--- src/rtl/fodrv_regs.svh ---
// Register offsets, field positions, reset values and timing counts of the fail output block
`ifndef FODRV_REGS_SVH
`define FODRV_REGS_SVH
`define FODRV_CTRL_OFS        12'h000
`define FODRV_PINCFG_OFS      12'h004
`define FODRV_STATUS_OFS      12'h008
`define FODRV_WAKE_OFS        12'h00C
`define FODRV_LEVEL_OFS       12'h010
`define FODRV_EVENT_OFS       12'h014
`define FODRV_CTRL_FORCE_BIT  0
`define FODRV_CTRL_OVEN_BIT   1
`define FODRV_CTRL_CFG_LSB    2
`define FODRV_CTRL_DC_LSB     4
`define FODRV_CTRL_MODE_LSB   6
`define FODRV_CTRL_RST        32'h0000_0000
`define FODRV_PINCFG_RST      32'h0000_0000
`define FODRV_UV_LIMIT        3'h4
`define FODRV_CLK_HZ          250000000
`define FODRV_BLINK_MHZ       1250
`define FODRV_DIM_HZ          100
`define FODRV_BLINK_CYC       ((`FODRV_CLK_HZ / `FODRV_BLINK_MHZ) * 1000)
`define FODRV_DIM_CYC         (`FODRV_CLK_HZ / `FODRV_DIM_HZ)
`endif

--- src/rtl/fodrv_pkg.sv ---
// Types shared by the fail output block
package fodrv_pkg;
    typedef enum logic [2:0] {
        FODRV_NORMAL, FODRV_STOP, FODRV_SLEEP, FODRV_RESTART, FODRV_FAILSAFE
    } fodrv_mode_t;
    typedef enum logic [2:0] {
        FODRV_PIN_FAULT, FODRV_PIN_OFF, FODRV_PIN_WAKE, FODRV_PIN_LOW, FODRV_PIN_HIGH
    } fodrv_pin_t;
    typedef enum logic [1:0] {FODRV_AHB_IDLE, FODRV_AHB_RD, FODRV_AHB_WR} fodrv_ahb_t;
endpackage

--- src/rtl/fodrv_top.sv ---
// Fail output logic with alternate pin functions and AHB-Lite register slave
`timescale 1ns/100ps
`include "fodrv_regs.svh"

module fodrv_top
    import fodrv_pkg::*;
#(
    parameter int BLINK_CYC = `FODRV_BLINK_CYC,
    parameter int DIM_CYC   = `FODRV_DIM_CYC
) (
    // Clock and reset
    input  wire logic        hclk,
    input  wire logic        hresetn,
    // AHB-Lite slave
    input  wire logic        hsel,
    input  wire logic [11:0] haddr,
    input  wire logic [1:0]  htrans,
    input  wire logic        hwrite,
    input  wire logic [2:0]  hsize,
    input  wire logic [31:0] hwdata,
    input  wire logic        hready,
    output logic      [31:0] hrdata,
    output logic             hreadyout,
    output logic             hresp,
    // Fault sources
    input  wire logic        wdog_fail_evt,
    input  wire logic        wdog_trig_ok,
    input  wire logic        wdog_stop_off,
    input  wire logic        thermal_shutdown_lvl2,
    input  wire logic        main_supply_out_short,
    input  wire logic        main_supply_out_ov,
    input  wire logic        main_supply_out_uv_evt,
    input  wire logic        main_supply_out_ok,
    // Pin inputs
    input  wire logic        blink_pin_in,
    input  wire logic        dim_out_test_pin_in,
    // Fail and alternate outputs, open-drain low drive plus high-side drive
    output logic             static_fault_out,
    output logic             static_fault_out_oe,
    output logic             blink_fault_out,
    output logic             blink_fault_out_oe,
    output logic             dim_fault_out,
    output logic             dim_fault_out_oe,
    // Mode request to the state machine
    output logic             failsafe_req,
    output logic             wake_evt
);

    // Whole state of the block in one record
    typedef struct packed {
        // Software registers
        logic [31:0] ctrl;
        logic [5:0]  pincfg;
        // Bus transfer in its data phase
        fodrv_ahb_t  ph;
        logic [11:0] addr;
        logic [31:0] rdata;
        // Fault bookkeeping
        logic        wdog_fault_flag;
        logic [1:0]  wd_cnt;
        logic [2:0]  uv_cnt;
        logic        failure;
        logic        failsafe;
        // Wake capture on the alternate pins
        logic [1:0]  wake_st;
        logic [1:0]  pin_prev;
        // Waveform counters and output enable
        logic [31:0] blink_cnt;
        logic [31:0] dim_cnt;
        logic        drive_on;
    } fodrv_state_t;

    fodrv_state_t st;
    fodrv_state_t next_st;

    fodrv_mode_t  mode;
    logic [1:0]   cfg;
    logic         cause;
    logic         wd_act;
    logic         ev_act;
    logic         blink_ph;
    logic         dim_ph;
    logic [31:0]  dim_high;
    logic [31:0]  wdata;
    logic [1:0]   pin_lvl;
    logic [1:0]   wake_en;

    assign mode    = fodrv_mode_t'(st.ctrl[`FODRV_CTRL_MODE_LSB +: 3]);
    assign cfg     = st.ctrl[`FODRV_CTRL_CFG_LSB +: 2];
    assign pin_lvl = {dim_out_test_pin_in, blink_pin_in};
    assign wdata   = hwdata;

    // Duty selection of the dim output
    always_comb begin
        unique case (st.ctrl[`FODRV_CTRL_DC_LSB +: 2])
            2'h0: begin
                dim_high = DIM_CYC / 5;
            end
            2'h1: begin
                dim_high = DIM_CYC / 10;
            end
            2'h2: begin
                dim_high = DIM_CYC / 20;
            end
            2'h3: begin
                dim_high = DIM_CYC / 40;
            end
        endcase
    end

    // Waveform phases from counters
    assign blink_ph = st.blink_cnt < 32'(BLINK_CYC / 2);
    assign dim_ph   = st.dim_cnt < dim_high;

    // Pin function per pin, with mode gating
    function automatic fodrv_pin_t pin_fn(input logic [2:0] c, input fodrv_mode_t m);
        fodrv_pin_t f;
        f = fodrv_pin_t'(c);
        if (f == FODRV_PIN_OFF) begin
            pin_fn = FODRV_PIN_OFF;
        end else if (m == FODRV_FAILSAFE) begin
            pin_fn = FODRV_PIN_FAULT;
        end else if (m == FODRV_RESTART && f != FODRV_PIN_WAKE && f != FODRV_PIN_FAULT) begin
            pin_fn = FODRV_PIN_OFF;
        end else begin
            pin_fn = f;
        end
    endfunction

    fodrv_pin_t fn2;
    fodrv_pin_t fn3;
    assign fn2 = pin_fn(st.pincfg[2:0], mode);
    assign fn3 = pin_fn(st.pincfg[5:3], mode);
    assign wake_en = {fn3 == FODRV_PIN_WAKE, fn2 == FODRV_PIN_WAKE};

    // Next-state logic
    always_comb begin
        next_st = st;
        cause   = 1'b0;
        wd_act  = 1'b0;
        ev_act  = 1'b0;
        // Watchdog failure counting and fault flag
        if (wdog_fail_evt) begin
            next_st.wdog_fault_flag = 1'b1;
            if (st.wd_cnt != 2'h3) begin
                next_st.wd_cnt = st.wd_cnt + 2'h1;
            end
            if (cfg[1] ? (st.wd_cnt >= 2'h1) : 1'b1) begin
                wd_act = 1'b1;
            end
        end
        if (wdog_trig_ok) begin
            next_st.wdog_fault_flag = 1'b0;
            next_st.wd_cnt  = 2'h0;
        end
        // Undervoltage run counter
        if (main_supply_out_ok) begin
            next_st.uv_cnt = 3'h0;
        end
        if (main_supply_out_uv_evt && st.uv_cnt != `FODRV_UV_LIMIT) begin
            next_st.uv_cnt = st.uv_cnt + 3'h1;
        end
        // Non-watchdog fault causes
        cause = thermal_shutdown_lvl2 | main_supply_out_short
              | (main_supply_out_ov & st.ctrl[`FODRV_CTRL_OVEN_BIT])
              | (st.uv_cnt == `FODRV_UV_LIMIT);
        if (cause) begin
            ev_act           = 1'b1;
            next_st.failsafe = 1'b1;
            next_st.wdog_fault_flag  = 1'b0;
        end
        if (wd_act && cfg != 2'h1) begin
            next_st.failsafe = 1'b1;
        end
        if (mode == FODRV_SLEEP || (mode == FODRV_STOP && wdog_stop_off)) begin
            next_st.wdog_fault_flag = 1'b0;
        end
        if (mode == FODRV_NORMAL && !cause) begin
            next_st.failsafe = 1'b0;
        end
        // Blink and dim counters free running from the block clock
        next_st.blink_cnt = (st.blink_cnt >= 32'(BLINK_CYC - 1)) ? 32'h0000_0000
                          : st.blink_cnt + 32'h0000_0001;
        next_st.dim_cnt   = (st.dim_cnt >= 32'(DIM_CYC - 1)) ? 32'h0000_0000
                          : st.dim_cnt + 32'h0000_0001;
        // Wake edge capture, set wins over clear
        next_st.pin_prev = pin_lvl;
        // Bus data phase: idle defaults, then the pending write lands
        next_st.rdata = 32'h0000_0000;
        next_st.ph    = FODRV_AHB_IDLE;
        if (st.ph == FODRV_AHB_WR) begin
            unique case (st.addr)
                `FODRV_CTRL_OFS: begin
                    next_st.ctrl = wdata;
                end
                `FODRV_PINCFG_OFS: begin
                    if (mode == FODRV_NORMAL) begin
                        next_st.pincfg = wdata[5:0];
                    end
                end
                `FODRV_STATUS_OFS: begin
                    if (wdata[0] && !cause && !st.wdog_fault_flag) begin
                        next_st.failure = 1'b0;
                    end
                end
                `FODRV_WAKE_OFS: begin
                    next_st.wake_st = st.wake_st & ~wdata[1:0];
                end
                default: begin
                end
            endcase
        end

        // Address phase taken: a read picks its word now, so the word stands
        // through the data phase; a write landing at this edge is seen already
        if (hsel && hready && htrans[1]) begin
            next_st.ph   = hwrite ? FODRV_AHB_WR : FODRV_AHB_RD;
            next_st.addr = {haddr[11:2], 2'b00};
            if (!hwrite) begin
                unique case ({haddr[11:2], 2'b00})
                    `FODRV_CTRL_OFS: begin
                        next_st.rdata = next_st.ctrl;
                    end
                    `FODRV_PINCFG_OFS: begin
                        next_st.rdata = {26'h000_0000, next_st.pincfg};
                    end
                    `FODRV_STATUS_OFS: begin
                        next_st.rdata = {29'h0000_0000, next_st.failsafe,
                                         next_st.wdog_fault_flag, next_st.failure};
                    end
                    `FODRV_WAKE_OFS: begin
                        next_st.rdata = {30'h0000_0000, next_st.wake_st};
                    end
                    `FODRV_LEVEL_OFS: begin
                        // Levels only visible in normal and stop modes
                        if (mode == FODRV_NORMAL || mode == FODRV_STOP) begin
                            next_st.rdata = {30'h0000_0000, pin_lvl};
                        end
                    end
                    `FODRV_EVENT_OFS: begin
                        next_st.rdata = {29'h0000_0000, next_st.uv_cnt};
                    end
                    default: begin
                        next_st.rdata = 32'h0000_0000;
                    end
                endcase
            end
        end

        // Wake events on rising or falling pin level, set wins over clear
        for (int i = 0; i < 2; i++) begin
            if (wake_en[i] && (pin_lvl[i] != st.pin_prev[i])) begin
                next_st.wake_st[i] = 1'b1;
            end
        end
        // Fault flag set wins over clear
        if (ev_act || (wd_act && !(cfg == 2'h1 && st.wd_cnt == 2'h0))) begin
            next_st.failure = 1'b1;
        end
        // Outputs stay on through restart until the flag clears
        next_st.drive_on = next_st.failure | next_st.ctrl[`FODRV_CTRL_FORCE_BIT]
                         | (wd_act & cfg != 2'h1);
    end

    // State register
    always_ff @(posedge hclk or negedge hresetn) begin
        if (!hresetn) begin
            st        <= '0;
            st.ctrl   <= `FODRV_CTRL_RST;
            st.pincfg <= 6'(`FODRV_PINCFG_RST);
            st.ph     <= FODRV_AHB_IDLE;
        end else begin
            st <= next_st;
        end
    end

    // Pin drive: low active fault outputs, alternates as switches
    always_comb begin
        static_fault_out    = 1'b0;
        static_fault_out_oe = st.drive_on;
        blink_fault_out     = 1'b0;
        blink_fault_out_oe  = 1'b0;
        dim_fault_out       = 1'b0;
        dim_fault_out_oe    = 1'b0;
        // Second pin: blinking fault output or switch
        unique case (fn2)
            FODRV_PIN_FAULT: begin
                blink_fault_out_oe = st.drive_on & blink_ph;
            end
            FODRV_PIN_LOW: begin
                blink_fault_out_oe = 1'b1;
            end
            FODRV_PIN_HIGH: begin
                blink_fault_out    = 1'b1;
                blink_fault_out_oe = 1'b1;
            end
            default: blink_fault_out_oe = 1'b0;
        endcase
        // Third pin: dimmed fault output or switch
        unique case (fn3)
            FODRV_PIN_FAULT: begin
                dim_fault_out_oe = st.drive_on & dim_ph;
            end
            FODRV_PIN_LOW: begin
                dim_fault_out_oe = 1'b1;
            end
            FODRV_PIN_HIGH: begin
                dim_fault_out    = 1'b1;
                dim_fault_out_oe = 1'b1;
            end
            default: dim_fault_out_oe = 1'b0;
        endcase
    end

    // Bus answers and side outputs
    assign hrdata       = st.rdata;
    assign hreadyout    = 1'b1;
    assign hresp        = 1'b0;
    assign failsafe_req = st.failsafe;
    assign wake_evt     = |st.wake_st;

endmodule

--- config.mk ---
export PLATFORM = sky130hd
export DESIGN_NAME = fodrv_top
export DESIGN_NICKNAME = d
export VERILOG_FILES = /design/src/rtl/fodrv_pkg.sv /design/src/rtl/fodrv_top.sv
export VERILOG_INCLUDE_DIRS = /design/src /design/src/rtl
export SDC_FILE = /design/constraint.sdc
export NUM_CORES = 1
export LEC_CHECK = 0
export BUFFER_PORTS_ARGS = -buffer_cell sky130_fd_sc_hd__buf_2
export CAP_MARGIN = 20
export CORE_MARGIN = 5
export CORE_UTILIZATION = 40
export DETAILED_ROUTE_END_ITERATION = 10
export MAX_ROUTING_LAYER = met4
export PLACE_DENSITY = 0.61
export SLEW_MARGIN = 20
export SYNTH_ARGS = -nofsm -noshare
export SYNTH_HDL_FRONTEND = slang
export SYNTH_SLANG_ARGS = --single-unit
--- constraint.sdc ---
create_clock -name hclk -period 3 [get_ports hclk]
set_input_delay 0.6 -clock hclk [delete_from_list [all_inputs] [get_ports hclk]]
set_output_delay 0.6 -clock hclk [all_outputs]
set_load 0.005 [all_outputs]
Word-level counts from Yosys, hierarchy flattened
Index checks and enable logic that the tools add are counted.
{ "op_classes": {"addsub": 4, "order_cmp": 5, "eq_ne": 33, "mux": 44, "bitwise": 11, "reduce_logical": 37} }
{ "op_table": {"columns": ["operator", "count"], "rows": [
  ["case mux 32 bit (6 select lines)", 1],
  ["2-to-1 mux 32 bit", 4],
  ["case mux 32 bit (4 select lines)", 1],
  ["adder 32 x 1 -> 32 bit (second input constant)", 2],
  ["2-to-1 mux 46 bit", 1],
  ["equality test 10 x 2 -> 1 bit (second input constant)", 4],
  ["2-to-1 mux 38 bit", 1],
  [">= comparator 32 x 22 -> 1 bit (second input constant)", 1],
  [">= comparator 32 x 28 -> 1 bit (second input constant)", 1],
  ["< comparator 32 x 27 -> 1 bit (second input constant)", 1],
  ["< comparator 32 bit", 1],
  ["2-to-1 mux 3 bit", 10],
  ["equality test 10 x 1 -> 1 bit (second input constant)", 2],
  ["equality test 10 x 3 -> 1 bit (second input constant)", 2],
  ["equality test 3 x 2 -> 1 bit (second input constant)", 6],
  ["2-to-1 mux 1 bit", 17],
  ["logical AND 1 bit", 16],
  ["equality test 3 bit (second input constant)", 4],
  ["zero test 12 bit", 1],
  ["2-to-1 mux 6 bit", 2],
  ["zero test 10 bit", 1],
  ["2-to-1 mux 2 bit", 5],
  ["equality test 3 x 1 -> 1 bit (second input constant)", 3],
  ["zero test 3 bit", 3],
  ["22 further kinds", 44]
]} }
{ "word_totals": {"ff_bits": 159, "input_bits": 64, "wordCells": 149} }

Logic depth before layout (Yosys ltp)
{ "depth": {"word_depth": 12, "ltp_mapped": 9, "ltp_nobuf": 9} }

Worst setup path after synthesis
OpenSTA, ideal clock, no wires.
{ "synth_path": {"path_kind": "register -> output", "start": "register st[133] (netlist name)", "end": "output port dim_fault_out_oe", "arrival_time_ps": 2275, "required_time_ps": 2400, "slack_ps": 125, "path_stages_with_launch": 9, "n_path_buf": 0, "cell_sequence": "dfrtp_1 -> inv_1 -> ha_1 -> ha_1 -> a2111oi_0 -> o21ai_0 -> a2111oi_0 -> nor3_1 -> o41ai_1"} }
{ "synth_between": {"elab_chain_len": 5, "elab_cells_between_ends": 8} }
{ "synth_lines": {"columns": ["element", "line", "source"], "rows": [
  ["from (decl)", "fodrv_top.sv:73", "fodrv_state_t st;"],
  ["from (signal assigned)", "fodrv_top.sv:273", "st <= next_st;"],
  ["equality test 2 bit (tied with other cells)", "fodrv_top.sv:95", "unique case (st.ctrl[`FODRV_CTRL_DC_LSB +: 2])"],
  ["case mux 32 bit (4 select lines) *", "fodrv_top.sv:95", null],
  ["< comparator 32 bit *", "fodrv_top.sv:113", "assign dim_ph = st.dim_cnt < dim_high;"],
  ["AND 1 bit *", "fodrv_top.sv:302", "dim_fault_out_oe = st.drive_on & dim_ph;"],
  ["case mux 1 bit (2 select lines) *", "fodrv_top.sv:300", "unique case (fn3)"],
  ["to (decl)", "fodrv_top.sv:43", "output logic dim_fault_out_oe,"]
]} }
Every way passes the cells marked *; elsewhere a longest branch is shown, timed or not. The select of a mux whose other input is x is not followed.

Worst setup path in the final report
{ "layout_path": {"start": "register st[134] (netlist name)", "end": "output port dim_fault_out_oe"} }
The elaborated chain is that of the path after synthesis.

==> results.py <==
metrics = {
    "status": {
        "status": "complete, but fails checks",
        "violations": "setup timing",
    },
    "synth": {
        "syn_inst": 686,
        "synth_area_per_cell_um2": 11.0,
        "seq_area_frac_synth_pct": 52.9,
        "synth_area_mm2": 0.00752,
        "synth_edf_count": 0,
        "yosysUniqueCellTypes": 54,
        "yosys_warnings": 0,
        "synthArstFlopShare_pct": 100,
        "ys_seq_elements": 159,
        "synth_top_flop_cell": "dfrtp_1",
    },
    "place": {
        "post-place-ws_ps": -282,
        "dp_hpwl_mm": 11.5,
        "gp_congestion": 0.815,
        "dp_cells": 1004,
        "portBuffers": 96,
    },
    "critical_path": {
        "critPathMaxFanout": 3,
        "critPathLaunchType": "flop",
        "setup.worst_path.end_class": "primary output",
        "critPathKind": "reg2out",
        "rrSetupSlack_ps": 760,
        "arrival_ps": 2750,
        "crit_required_ps": 2400,
    },
    "global_routing": {
        "grt_max_degree": 62,
        "grt_pass1_wl_mm": 27.3,
        "antenna_found_initial": 1,
        "grt_usage_pct": 16.0,
        "first_global_vias": 5394,
        "overflow": 0,
    },
    "detailed_routing": {
        "wl_per_cell_um": 15.7,
        "first_pass_iters": 4,
        "drc": 0,
        "drt-vias-per-instance": 5.08,
        "first_iter_violations": 317,
        "finalWirelength_mm": 16.3,
        "ant_nets": 0,
        "via_count": 5263,
    },
    "die": {
        "core_mm2": 0.0186,
        "die-width_um": 147,
        "rows": 50,
        "dieArea_mm2": 0.0216,
        "fp.dieH_um": 147,
        "io_pins": 106,
        "start_util_pct": 40.5,
    },
    "cells_and_area": {
        "layout-drive-gt1-share_pct": 27.8,
        "utilization_pct": 47.8,
        "seq_area_mm2": 0.00398,
        "area_growth_pct": 18.1,
        "multi_input_area_mm2": 0.00328,
        "fill_cells": 1677,
        "layoutNonFillerInstCount": 1037,
        "nNetsFinal": 877,
    },
    "timing": {
        "setup_ws_ps": -350,
        "slew_viol_final": 0,
        "timing_hold_violations_final": 0,
        "grt_setup_unrepaired": "true",
        "worstMarginPinSlew_ps": 574,
        "period_share_pct": 112,
        "maxSlewHeadroom_pct": 61.4,
        "report.final.setup_viol": 1,
        "fin_crit_ps": 3350,
        "clock_skew_ps": 9.28,
        "fmax_mhz": 299,
        "fin_tns_setup_ps": -350,
    },
    "clock_tree": {
        "clkLatencyLatePin_ps": 430,
        "postCtsSetupBuffers": 0,
        "clk_pin_slew_ps": 70,
        "cts_max_level": 4,
        "clock-root-buffer": "clkbuf_16",
        "cts_hold_buf": 0,
        "cts_made_buffers": 17,
        "cts_tree": "built",
        "clock_sinks": 159,
        "cts_buffer_depth": 2,
    },
    "min_path": {
        "holdCritPathClass": "in2async",
    },
    "pwr": {
        "max-vdd-ir-drop_uv": 382,
        "p_leak_nw": 4.06,
        "p_per_area_mw_per_mm2": 540,
    },
    "run": {
        "maxCapViolCount": 0,
    },
}
-- flip-flops by register name, summed over array words and instances (netlist names) --
name	cells
st	120
hrdata	32
mode	3
cfg	2
failsafe_req	1
static_fault_out_oe	1
-- report_power, final --
group	total (mW)	internal [mW]	switching, mW	leakage (nW)
combinational	0.418	0.196	0.222	1.74
clock	2.06	1.12	0.940	0.276
sequential	2.32	2.25	0.0745	2.05
-- metal layers --
metal	vias up	track usage [%]	routed length, um
met2	101	23.5	7370
li1	2578	-	-
met5	-	-	0
met1	2566	21.8	7770
met3	18	4.97	896
met4	0	4.01	227
-- layout make-up --
cell class | instances | share of cell area [%]
inverters | 15 | 0.634
repair buffers | 124 | 8.03
multi-input cells | 472 | 36.9
clock buffers | 19 | 4.99
well taps | 234 | 3.30
clock inverters | 13 | 1.31
diodes | 1 | 0.0282
flip-flops and latches | 159 | 44.8
-- logic make-up after synthesis --
| group | synth area share [%] |
|---|---|
| mux | 7.46 |
| simple gates | 18.2 |
| compound gates | 6.43 |
| fa+ha+maj | 4.00 |
| buf+inv | 5.36 |
| flops | 52.9 |
| xor+xnor | 5.48 |
| other cells | 0.0999 |
-- timing repair --
| action | CTS | global route |
|---|---|---|
| resized for setup | 15 | 3 |
| endpoints found under the setup margin | 1 | 1 |
| endpoints found under the hold margin | 0 | 0 |
| pin swaps | 5 | 0 |
-- cells in the mapped netlist (all sizes together), types with 2 or more instances --
cell type / count / area (um2)
a2111oi: 3 / 26.3
a21o: 3 / 22.5
a21oi: 24 / 124
a221o: 2 / 20.0
a22oi: 6 / 45.0
a311oi: 2 / 17.5
a31oi: 5 / 31.3
and3: 35 / 219
and4: 5 / 43.8
buf: 40 / 289
clkbuf: 15 / 57.6
conb: 2 / 7.51
dfrtp: 159 / 3980
ha: 24 / 300
inv: 15 / 56.3
mux2: 48 / 541
mux2i: 2 / 20.0
nand2: 41 / 154
nand2b: 5 / 31.3
nand3: 24 / 120
nand3b: 2 / 15.0
nand4: 16 / 100
nand4b: 3 / 26.3
nor2: 62 / 233
nor2b: 4 / 25.0
nor3: 38 / 200
nor3b: 4 / 30.0
nor4: 6 / 52.6
nor4b: 4 / 50.1
o21a: 2 / 15.0
o21ai: 15 / 75.1
o21bai: 2 / 15.0
o31ai: 4 / 30.0
or2: 3 / 18.8
or3: 2 / 12.5
or4: 4 / 30.0
xnor2: 24 / 210
xor2: 23 / 201
-- critical path: stages (launching register included) --
cell and delay (ps):
dfrtp_1 390, inv_2 90, ha_1 260, ha_4 230, a2111oi_2 290, o21ai_1 150, a2111oi_2 310, nor3_1 120
o41ai_2 300, buf_2 180
-- path summary, 6_finish.rpt --
| kind | end | startpoint | cells after the start |
|---|---|---|---|
| min in group hclk | st[65]$_DFF_PN0_ | blink_pin_in | 1 |
| hold reg to reg | st[33]$_DFF_PN0_ | st[33]$_DFF_PN0_ | 1 |
| max in group asynchronous | st[160]$_DFF_PN0_ | hresetn | 2 |
| setup / recovery | dim_fault_out_oe | st[134]$_DFF_PN0_ | 9 |
| setup reg to reg | hrdata[17]$_DFF_PN0_ | st[114]$_DFFE_PN0P_ | 5 |
| hold / removal | st[16]$_DFF_PN0_ | hresetn | 1 |
-- cell usage in the layout (no fill, tap or decap), types with 3 or more instances in the layout --
master       n
dfrtp_1    159
buf_2       95
nor2_1      62
mux2_2      48
nand2_1     41
nor3_1      36
and3_1      35
buf_4       26
nand3_1     24
xnor2_1     24
xor2_1      23
a21oi_1     21
ha_1        19
conb_1      17
clkbuf_16   17
nand4_1     16
inv_1       13
o21ai_0     13
inv_6        7
a22oi_1      6
nand2b_1     5
a31oi_1      5
and4_1       5
o31ai_1      4
nor4_1       4
nor3b_1      4
nor2b_1      4
or4_1        4
ha_4         4
a21o_1       3
nor4b_1      3
nand4b_1     3
a21oi_2      3
inv_8        3
-- stage by stage --
| step | total power [mW] | hold slack [ps] | instance area [um2] |
|---|---|---|---|
| detailed placement | 2.77 | 456 | 8230 |
| CTS | 4.85 | 106 | 8870 |
| global placement | 2.76 | 453 | 8230 |
| finish | 4.79 | 102 | 8880 |
| floorplan | 2.58 | 304 | 7570 |
| global route | 5.02 | 133 | 8880 |
Note: power is estimated with default switching activity, not from simulation.
